--- config.mk ---
export PLATFORM = sky130hd
export DESIGN_NAME = adc_board_output_glue
export DESIGN_NICKNAME = d
export VERILOG_FILES = /design/src/adc_glue_pkg.sv /design/src/adc_board_output_glue.sv
export SDC_FILE = /design/constraint.sdc
export NUM_CORES = 1
export LEC_CHECK = 0
export BUFFER_PORTS_ARGS = -buffer_cell sky130_fd_sc_hd__buf_4
export CORE_MARGIN = 2
export CORE_UTILIZATION = 45
export CTS_CLUSTER_DIAMETER = 30
export CTS_CLUSTER_SIZE = 16
export DETAILED_ROUTE_END_ITERATION = 8
export GPL_ROUTABILITY_DRIVEN = 0
export PLACE_DENSITY_LB_ADDON = 0.25
export RECOVER_POWER = 100
export SLEW_MARGIN = 10
export SYNTH_ARGS = -nofsm -noshare
export SYNTH_HDL_FRONTEND = slang
export SYNTH_SLANG_ARGS = --single-unit
--- constraint.sdc ---
create_clock -name ref_clk -period 7.1 [get_ports ref_clk]
set_input_delay 0.71 -clock ref_clk [delete_from_list [all_inputs] [get_ports ref_clk]]
set_output_delay 0.71 -clock ref_clk [all_outputs]
set_load 0.005 [all_outputs]
--- src/adc_glue_pkg.sv ---
// Shared constants and carrier types for the converter output glue logic
package adc_glue_pkg;

    // Character framing in asynchronous mode
    localparam int CHAR_START_BITS = 1;
    localparam int CHAR_DATA_BITS  = 8;
    localparam int CHAR_STOP_BITS  = 2;
    localparam int CHAR_BITS       = CHAR_START_BITS + CHAR_DATA_BITS + CHAR_STOP_BITS;
    localparam int WORD_CHARS      = 2;
    localparam int WORD_BITS       = 16;
    localparam int FRAME_BITS      = CHAR_BITS * WORD_CHARS;
    localparam logic [4:0] FRAME_LAST_ASYNC = 5'(FRAME_BITS - 1);
    localparam logic [4:0] FRAME_LAST_SYNC  = 5'(WORD_BITS - 1);

    // Baud divider: divide by 2**n, n in this range
    localparam int         DIV_CNT_BITS = 12;
    localparam logic [3:0] DIV_EXP_MIN  = 4'h8;
    localparam logic [3:0] DIV_EXP_MAX  = 4'hC;
    localparam int         OSC_FREQ_HZ  = 4915200;

    // Decimation counter: 2**(n+1) words, n in 0..11
    localparam int         DEC_CNT_BITS = 13;
    localparam logic [3:0] DEC_EXP_MAX  = 4'hB;

    // Output code limits
    localparam logic [15:0] CODE_ZERO     = 16'h0000;
    localparam logic [15:0] CODE_FULL     = 16'hFFFF;
    localparam logic [18:0] BIPOLAR_SHIFT = 19'h08000;

    // Synchroniser depth for pin inputs
    localparam int SYNC_STAGES = 3;
    localparam int PIN_COUNT   = 7;

    typedef enum logic [1:0] {
        CAL_SELF,
        CAL_SYS_OFFSET_STEP1,
        CAL_SYS_GAIN_STEP2,
        CAL_SYS_OFFSET_ONE
    } cal_kind_e;

    typedef struct packed {
        logic      start;
        cal_kind_e kind;
    } cal_req_s;

endpackage : adc_glue_pkg

--- src/adc_board_output_glue.sv ---
// Baud divider, serial framer, decimation counter and calibration control
`timescale 1ns/1ps

// What this block does
// - Async word: two 11-bit characters, two stops
// - Baud divider divides by 2**n, n 8..12
// - Divider source: master clock or oscillator
// - Shift clock from remote or board baud
// - Word ready drives the CTS output
// - Word ready falls only once previous word emptied
// - Ready tied to select outputs every word unless the decimator is routed
// - Decimator counts 2**(n+1) words, n 0..11
// - Routed counter output drives chip select low
// - Flag arms on select, clears on ready rise
// - Counter resumes counting after clear, repeating
// - Trigger starts calibration of selected kind
// - Unipolar code saturates to ones or zeros
// - Bipolar code saturates beyond either reference
// - Word shift starts only while select low, then runs to the last bit
module adc_board_output_glue (
    input  wire logic                   ref_clk,
    input  wire logic                   reset,
    input  wire logic                   master_clock_in,
    input  wire logic                   osc_clock_in,
    input  wire logic                   remote_shift_clock_in,
    input  wire logic                   remote_select_n,
    input  wire logic                   cal_trigger,
    input  wire logic                   trim_select_a,
    input  wire logic                   trim_select_b,
    input  wire logic                   input_polarity_sel,
    input  wire logic                   async_char_mode,
    input  wire logic                   decimator_route,
    input  wire logic                   board_baud_route,
    input  wire logic                   ready_to_select_tie,
    input  wire logic                   master_clock_sel,
    input  wire logic [3:0]             baud_exp,
    input  wire logic [3:0]             decim_exp,
    input  wire logic                   new_word_stb,
    input  wire logic signed [17:0]     sample_raw,
    output logic                        shift_clock_out,
    output logic                        serial_out_line,
    output logic                        word_ready_n,
    output logic                        cts_out,
    output logic                        decimated_select_n,
    output logic                        chip_select_n,
    output logic                        decim_flag,
    output adc_glue_pkg::cal_req_s      cal_out
);

    ////////////////////////////////////////////////////////////////////////
    // Pin synchronisers: a level counts once stages two and three agree
    localparam int PW = adc_glue_pkg::PIN_COUNT;

    logic [PW-1:0] pin_raw;
    logic [PW-1:0] sync1;
    logic [PW-1:0] sync2;
    logic [PW-1:0] sync3;
    logic [PW-1:0] pin_q;
    logic [PW-1:0] pin_prev;

    assign pin_raw = {trim_select_b, trim_select_a, cal_trigger, remote_select_n,
                      remote_shift_clock_in, osc_clock_in, master_clock_in};

    always_ff @(posedge ref_clk) begin
        if (reset) begin
            sync1 <= '0;
            sync2 <= '0;
            sync3 <= '0;
        end else begin
            sync1 <= pin_raw;
            sync2 <= sync1;
            sync3 <= sync2;
        end
    end

    always_ff @(posedge ref_clk) begin
        if (reset) begin
            pin_q    <= 7'h08;
            pin_prev <= 7'h08;
        end else begin
            for (int i = 0; i < PW; i++) begin
                if (sync2[i] == sync3[i]) begin
                    pin_q[i] <= sync3[i];
                end
            end
            pin_prev <= pin_q;
        end
    end

    ////////////////////////////////////////////////////////////////////////
    // Baud divider
    logic [3:0]                              baud_exp_eff;
    logic                                    div_src;
    logic                                    div_src_prev;
    logic [adc_glue_pkg::DIV_CNT_BITS-1:0]   div_cnt;
    logic                                    baud_level;
    // Out-of-range selections clamp instead of leaving the output dead
    assign baud_exp_eff = (baud_exp < adc_glue_pkg::DIV_EXP_MIN) ? adc_glue_pkg::DIV_EXP_MIN
                        : (baud_exp > adc_glue_pkg::DIV_EXP_MAX) ? adc_glue_pkg::DIV_EXP_MAX
                        : baud_exp;
    assign div_src    = master_clock_sel ? pin_q[0] : pin_q[1];
    assign baud_level = div_cnt[baud_exp_eff - 4'h1];

    always_ff @(posedge ref_clk) begin
        if (reset) begin
            div_src_prev <= 1'b0;
            div_cnt      <= '0;
        end else begin
            div_src_prev <= div_src;
            if (div_src && !div_src_prev) begin
                div_cnt <= div_cnt + 12'h001;
            end
        end
    end

    ////////////////////////////////////////////////////////////////////////
    // Shift clock route
    logic shift_prev;
    logic shift_edge;

    always_ff @(posedge ref_clk) begin
        if (reset) begin
            shift_clock_out <= 1'b0;
            shift_prev      <= 1'b0;
        end else begin
            shift_clock_out <= board_baud_route ? baud_level : pin_q[2];
            shift_prev      <= shift_clock_out;
        end
    end

    assign shift_edge = shift_clock_out && !shift_prev;
    ////////////////////////////////////////////////////////////////////////
    // Output code with range saturation
    function automatic logic [15:0] sat_code(input logic signed [17:0] raw, input logic bipolar);
        logic signed [18:0] v;
        v = bipolar ? (19'(raw) + signed'(adc_glue_pkg::BIPOLAR_SHIFT)) : 19'(raw);
        if (v < 0) begin
            sat_code = adc_glue_pkg::CODE_ZERO;
        end else if (v > 19'sh0FFFF) begin
            sat_code = adc_glue_pkg::CODE_FULL;
        end else begin
            sat_code = v[15:0];
        end
    endfunction : sat_code

    ////////////////////////////////////////////////////////////////////////
    // Output word and serial framer
    logic [15:0]                           word;
    logic                                  busy;
    logic                                  done;
    logic [adc_glue_pkg::FRAME_BITS-1:0]   frame;
    logic [adc_glue_pkg::FRAME_BITS-1:0]   shreg;
    logic [4:0]                            bits_left;
    logic [15:0]                           word_rev;

    assign word_rev = {<<{word}};
    // First character carries the high byte; characters go LSB first
    assign frame = async_char_mode
        ? {2'b11, word[7:0], 1'b0, 2'b11, word[15:8], 1'b0}
        : {6'h00, word_rev};
    assign done  = busy && shift_edge && (bits_left == 5'h00);

    always_ff @(posedge ref_clk) begin
        if (reset) begin
            busy            <= 1'b0;
            shreg           <= '0;
            bits_left       <= 5'h00;
            serial_out_line <= 1'b1;
        end else if (shift_edge) begin
            if (!busy && !word_ready_n && !chip_select_n) begin
                busy            <= 1'b1;
                serial_out_line <= frame[0];
                shreg           <= frame >> 1;
                bits_left       <= async_char_mode ? adc_glue_pkg::FRAME_LAST_ASYNC
                                                   : adc_glue_pkg::FRAME_LAST_SYNC;
            end else if (busy) begin
                if (bits_left == 5'h00) begin
                    busy            <= 1'b0;
                    serial_out_line <= 1'b1;
                end else begin
                    serial_out_line <= shreg[0];
                    shreg           <= shreg >> 1;
                    bits_left       <= bits_left - 5'h01;
                end
            end
        end
    end

    // A word that arrives while the last is still pending is dropped
    always_ff @(posedge ref_clk) begin
        if (reset) begin
            word_ready_n <= 1'b1;
            word         <= adc_glue_pkg::CODE_ZERO;
        end else if (done) begin
            word_ready_n <= 1'b1;
        end else if (new_word_stb && word_ready_n && !busy) begin
            word_ready_n <= 1'b0;
            word         <= sat_code(sample_raw, input_polarity_sel);
        end
    end

    always_ff @(posedge ref_clk) begin
        if (reset) begin
            cts_out <= 1'b1;
        end else begin
            cts_out <= word_ready_n;
        end
    end

    ////////////////////////////////////////////////////////////////////////
    // Decimation counter
    logic [3:0]                              decim_eff;
    logic [adc_glue_pkg::DEC_CNT_BITS-1:0]   dec_cnt;
    logic                                    wr_prev;
    logic                                    wr_rise;
    logic                                    wr_fall;

    assign decim_eff          = (decim_exp > adc_glue_pkg::DEC_EXP_MAX) ? adc_glue_pkg::DEC_EXP_MAX : decim_exp;
    assign decimated_select_n = ~dec_cnt[decim_eff + 4'h1];
    assign wr_rise            = word_ready_n && !wr_prev;
    assign wr_fall            = !word_ready_n && wr_prev;
    assign chip_select_n      = decimator_route     ? decimated_select_n
                              : ready_to_select_tie ? word_ready_n
                              : pin_q[3];

    always_ff @(posedge ref_clk) begin
        if (reset) begin
            wr_prev <= 1'b1;
        end else begin
            wr_prev <= word_ready_n;
        end
    end

    always_ff @(posedge ref_clk) begin
        if (reset) begin
            decim_flag <= 1'b0;
        end else if (decim_flag && wr_rise) begin
            decim_flag <= 1'b0;
        end else if (!decimated_select_n) begin
            decim_flag <= 1'b1;
        end
    end

    always_ff @(posedge ref_clk) begin
        if (reset) begin
            dec_cnt <= '0;
        end else if (decim_flag && wr_rise) begin
            dec_cnt <= '0;
        end else if (!decim_flag && wr_fall) begin
            dec_cnt <= dec_cnt + 13'h0001;
        end
    end

    ////////////////////////////////////////////////////////////////////////
    // Calibration trigger
    always_ff @(posedge ref_clk) begin
        if (reset) begin
            cal_out <= '{start: 1'b0, kind: adc_glue_pkg::CAL_SELF};
        end else begin
            cal_out.start <= pin_q[4] && !pin_prev[4];
            if (pin_q[4] && !pin_prev[4]) begin
                case ({pin_q[5], pin_q[6]})
                    2'b00:   cal_out.kind <= adc_glue_pkg::CAL_SELF;
                    2'b11:   cal_out.kind <= adc_glue_pkg::CAL_SYS_OFFSET_STEP1;
                    2'b01:   cal_out.kind <= adc_glue_pkg::CAL_SYS_GAIN_STEP2;
                    default: cal_out.kind <= adc_glue_pkg::CAL_SYS_OFFSET_ONE;
                endcase
            end
        end
    end
endmodule : adc_board_output_glue

# Word level (Yosys, flattened, before mapping)
# Index checks and enable logic that the tools add are counted.
# op_classes
addsub	6
mul	0
div	0
n_lt_le_gt_ge	7
eq_ne	10
shifts	0
muxes	29
bitwise_logic	2
reduce_logical	29
# op_table
op	count
two-way mux 22 bit	4
two-way mux 16 bit	2
two-way mux 5 bit	4
adder 18 x 17 -> 19 bit, second input constant	1
greater-than comparator 19 x 17 -> 1 bit, second input constant	1
< comparator 19 x 1 -> 1 bit, second input constant	1
two-way mux 19 bit	1
adder 13 x 1 -> 13 bit, second input constant	1
logical AND 1 bit	13
adder 12 x 1 -> 12 bit, second input constant	1
two-way mux 1 bit	12
two-way mux 4 bit	3
< comparator 4 x 5 -> 1 bit, second input constant	2
binary-select mux 1 bit (select 4 bit)	2
greater-than comparator 4 bit, second input constant	2
logical NOT 1 bit	8
equality test 1 bit	7
case mux 2 bit (3 select lines)	1
logical NOT 5 bit	1
subtractor 5 x 1 -> 5 bit, second input constant	1
adder 4 x 1 -> 4 bit, second input constant	1
< comparator 4 bit, second input constant	1
AND reduction 2 bit	2
OR reduction 2 bit	2
8 further kinds	9
# word_totals
ff_bits	112
latchBits	0
ram_bits	0
rom_bits	0
inputBits	42
wordCells	109
mem_count	0

# Depth between registers and ports, before layout
# logic_depth
depth_word	11
depth_mapped	15
mapped_depth_nobuf	10

# Worst setup path after synthesis
# OpenSTA, ideal clock, no wires.
# synth_timing
kind	in2out
startpoint	in decim_exp[2]
endpoint	out chip_select_n
arrival_ns	2.693
slack_ns	3.697
path_stages	9
n_path_buf	2
cell_sequence	buf_2 -> a21oi_1 -> inv_1 -> ha_1 -> buf_6 -> mux2_4 -> a2111o_1 -> and3_1 -> a21oi_1
# synth_via
elab_chain_len	7
# synth_lines
element	line	source
start, declared	adc_board_output_glue.sv:37	input wire logic [3:0] decim_exp,
greater-than comparator 4 bit	adc_board_output_glue.sv:218	assign decim_eff = (decim_exp > adc_glue_pkg::DEC_EXP_MAX) ? adc_glue_pkg::DEC_EXP_MAX : decim_exp;
two-way mux 4 bit *	adc_board_output_glue.sv:218	
adder 4 x 1 -> 4 bit *	adc_board_output_glue.sv:219	assign decimated_select_n = ~dec_cnt[decim_eff + 4'h1];
binary-select mux 1 bit (select 4 bit) *	adc_board_output_glue.sv:219	
two-way mux 1 bit (not written as such) *	adc_board_output_glue.sv:219	
inverter 1 bit *	adc_board_output_glue.sv:219	
two-way mux 1 bit *	adc_board_output_glue.sv:222	assign chip_select_n = decimator_route ? decimated_select_n
end, declared	adc_board_output_glue.sv:45	output logic chip_select_n,
# Mark *: on every way between the ends. The rest lies on a longest branch, timed or not. The select of a mux whose other input is x is not followed.

# Worst setup path in the final report
# layout_timing
startpoint	in decim_exp[3]
endpoint	reg bits_left[1]
# layout_via
elab_chain_len	11
word_cells_on_any_way	13
# layout_lines
element	line	source
greater-than comparator 4 bit	adc_board_output_glue.sv:218	
two-way mux 4 bit *	adc_board_output_glue.sv:218	
adder 4 x 1 -> 4 bit *	adc_board_output_glue.sv:219	
binary-select mux 1 bit (select 4 bit) *	adc_board_output_glue.sv:219	
two-way mux 1 bit (not written as such) *	adc_board_output_glue.sv:219	
inverter 1 bit *	adc_board_output_glue.sv:219	
two-way mux 1 bit *	adc_board_output_glue.sv:222	
logical NOT 1 bit *	adc_board_output_glue.sv:170	if (!busy && !word_ready_n && !chip_select_n) begin
logical AND 1 bit *	adc_board_output_glue.sv:170	
inequality test 2 x 1 -> 1 bit (no source line) or nonzero test 2 bit (tied branches)	--	
AND reduction 3 bit (no source line)	--	
end signal, assigned	adc_board_output_glue.sv:174	bits_left <= async_char_mode ? adc_glue_pkg::FRAME_LAST_ASYNC
end signal, assigned	adc_board_output_glue.sv:183	bits_left <= bits_left - 5'h01;
end, declared	adc_board_output_glue.sv:153	logic [4:0] bits_left;
# Marked as above.
# A chain may end at the register's enable or synchronous reset.

==> results.json <==
{
  "clock.fmax_mhz": 197.2,
  "dp_hpwl_um": 6593,
  "arrival_ns": 5.19,
  "ys_seq_area_share_pct": 45.35,
  "die_h_um": 106.5,
  "crit_chain": "clkbuf_1, a21oi_1, inv_1, ha_1, mux2_1, a2111o_1, a41o_1, clkbuf_1, a21oi_1, or4_1, o311ai_0",
  "placed_area_um2": 5137,
  "drcViolationCount": 0,
  "clk_latency_ns": 0.37,
  "cap_violations": 3,
  "cts-root-buf": "clkbuf_8",
  "fin_crit_sh_pct": 71.42,
  "synthCells": 543,
  "layout-drive-gt1-share_pct": 11.66,
  "syn_avg_cell_area_um2": 8.698,
  "cpMaxStageDelayCell": "a21oi_1",
  "ant_nets": 0,
  "skew_ns": 0.01194,
  "crit_family": "compound AO/OA/AOI/OAI gates",
  "dr.pass1.iters": 5,
  "worst_pin_slew_ns": 3.019,
  "tritoncts": "built",
  "synth_ff_type": "dfxtp_1",
  "floorplan.initialDensity_pct": 45.96,
  "diodes": 0,
  "rsz0062_at_grt": "no",
  "coreArea_um2": 10280,
  "yosysTopAreaCell": "dfxtp_1",
  "fin_crit_ns": 5.071,
  "ys_ff_latch": 107,
  "grt_pass1_vias": 3620,
  "path_clk_slew_ns": 0.10,
  "synth_enable_flop_cells": 0,
  "maxSlewHeadroom_pct": -101.2,
  "port_buffers": 51,
  "fin_setup_tns_ns": 0,
  "cts_buffer_depth": 2,
  "start_kind": "primary input",
  "hp-class": "reg -> reg",
  "crit_type": "in -> reg",
  "grt.overflow.total": 0,
  "total_power_mw": 1.133,
  "crit_path_max_incr_delay_ns": 1.46,
  "vias_per_cell": 5.334,
  "wl_per_cell_um": 13.29,
  "synth-async-reset-ratio_pct": 0,
  "area_growth_pct": 12.48,
  "fp.dieW_um": 106.5,
  "cp-end-kind": "flip-flop",
  "setup_viol": 0,
  "cts_sinks": 107,
  "yosys_warnings": 0,
  "slew_viol_final": 133,
  "power_density_nw_per_um2": 213.2,
  "cts_resized": 0,
  "synth_top_area_share_pct": 45.35,
  "die_area_um2": 11330,
  "synth.distinct_cells": 57,
  "rows": 37,
  "cts_inserted_buffers": 9,
  "ios": 52,
  "critPathBufInv": 3,
  "hold_viol": 0,
  "syn_nets": 594,
  "ir_worst_vdd_mv": 0.1136,
  "grt_pass1_wl_um": 16030,
  "final_nets": 629,
  "wirelength_um": 9559,
  "antenna_found_initial": 0,
  "h-tree-depth": 3,
  "violations": "max-capacitance violations, max-slew violations",
  "fin_cells": 719,
  "required_ns": 7.22,
  "hold_buffers": 0,
  "initialDrtViolationCount": 170,
  "grt_max_degree": 72,
  "cts_setup_buffers": 0,
  "netlist_area_um2": 4723,
  "leakagePower_nw": 1.979,
  "path_max_fanout": 37,
  "status": "complete, but fails checks",
  "dpl.cell_count": 703,
  "synth_area_leaders": "dfxtp_1 (45%), a21oi_1 (6.3%), nand2_1 (5.4%)",
  "vias": 3835,
  "design_area_um2": 5313,
  "grt.total_usage_pct": 17.15
}
## final cells by class
class / instances / area [um^2]
sequential: 107 / 2142
tap: 136 / 170.2
fill: 1000 / 4965
clock buffer: 12 / 155.1
inverter: 15 / 56.30
timing repair buffer: 54 / 382.9
multi-input combinational: 391 / 2349
clock inverter: 4 / 57.56
## synth_stat cells, drive strengths merged (3+ instances only)
library cell / number
dfxtp: 107
nand2: 68
a21oi: 60
o21ai: 40
nor2: 37
nor2b: 35
mux2i: 22
clkbuf: 18
inv: 15
o211ai: 15
buf: 12
xor2: 11
and3: 10
ha: 9
nand3: 9
a211oi: 8
nor3: 7
or3: 7
nand4: 5
xnor2: 5
a21o: 3
a221o: 3
mux2: 3
nand2b: 3
o311ai: 3
## cells in the final DEF, fill, tap and decap left out, types with 3 or more instances in the layout
cell type,synthesis,final
clkbuf_4,0,9
o211ai_1,14,14
xnor2_1,5,5
nand3_1,9,9
a21oi_1,59,60
nor2_1,37,37
nor2b_1,35,35
o311ai_0,2,3
nand2_1,68,68
ha_1,9,9
xor2_1,11,11
buf_4,1,39
a221o_1,3,3
clkbuf_8,0,11
o21ai_0,40,40
dfxtp_1,107,107
or3_1,7,7
nand4_1,5,5
a21o_1,3,3
nor3_1,7,6
a211oi_1,7,8
inv_1,15,15
and3_1,10,10
mux2i_1,22,22
nand2b_1,3,3
clkbuf_1,18,7
## sequential cells by signal, indices dropped and copies added (netlist names)
register         cells
bits_left            5
busy                 1
cal_out              3
dec_cnt             13
decim_flag           1
div_cnt             12
div_src_prev         1
pin_prev             1
pin_q                7
serial_out_line      1
shift_clock_out      1
shift_prev           1
shreg               21
sync1                7
sync2                7
sync3                7
word                16
word_ready_n         1
wr_prev              1
## kinds of logic after synthesis
| logic type | synth area share, % |
|---|---|
| and+or+nand+nor | 19.42 |
| AOI/OAI and AO/OA | 19.81 |
| DFF | 45.35 |
| buffers and inverters | 4.609 |
| muxes | 5.457 |
| xor gates and xnor gates | 2.967 |
| adders and majority gates | 2.384 |
## per-stage QoR
stage	setup WS, ns	utilization (%)	hold WS, ns
2_1_floorplan	3.697	-	0.3924
3_3_place_gp	3.201	49.99	0.4045
3_5_place_dp	3.084	49.99	0.4076
4_1_cts	3.268	52.06	0.4209
5_1_grt	1.605	51.69	0.4514
6_report	2.029	51.69	0.4175
## power breakdown
group	internal [mW]	leakage, nW	total (mW)	switching, mW
logic	0.0495	1.00	0.113	0.0633
registers	0.617	0.870	0.630	0.0129
clock network	0.186	0.105	0.390	0.204
total	0.852	1.98	1.13	0.281
## worst paths after layout
kind / from / to / slack, ns / cells past startpoint
hold reg to reg: pin_prev[4] / cal_out[2] / 0.42 / 1
setup reg to reg: dec_cnt[2] / bits_left[1] / 3.14 / 7
setup / recovery: decim_exp[3] / bits_left[1] / 2.03 / 11
hold / removal: pin_prev[4] / cal_out[2] / 0.42 / 1
## per-layer routing
layer	vias up	global-route usage, %	part of all wire, %
met5	-	0	0
li1	1973	-	-
met1	1806	21.25	48
met2	46	29.21	48
met4	0	5.751	1.4
met3	10	4.169	2.6
## worst register-to-register path, cell delays in order (launching register included)
cell and delay [ns]:
dfxtp_1 0.36, mux2_1 0.32, a2111o_1 0.42, a41o_1 0.21
clkbuf_1 0.60, a21oi_1 1.46, or4_1 0.23, o311ai_0 0.11
(Power assumes the default switching activity.)
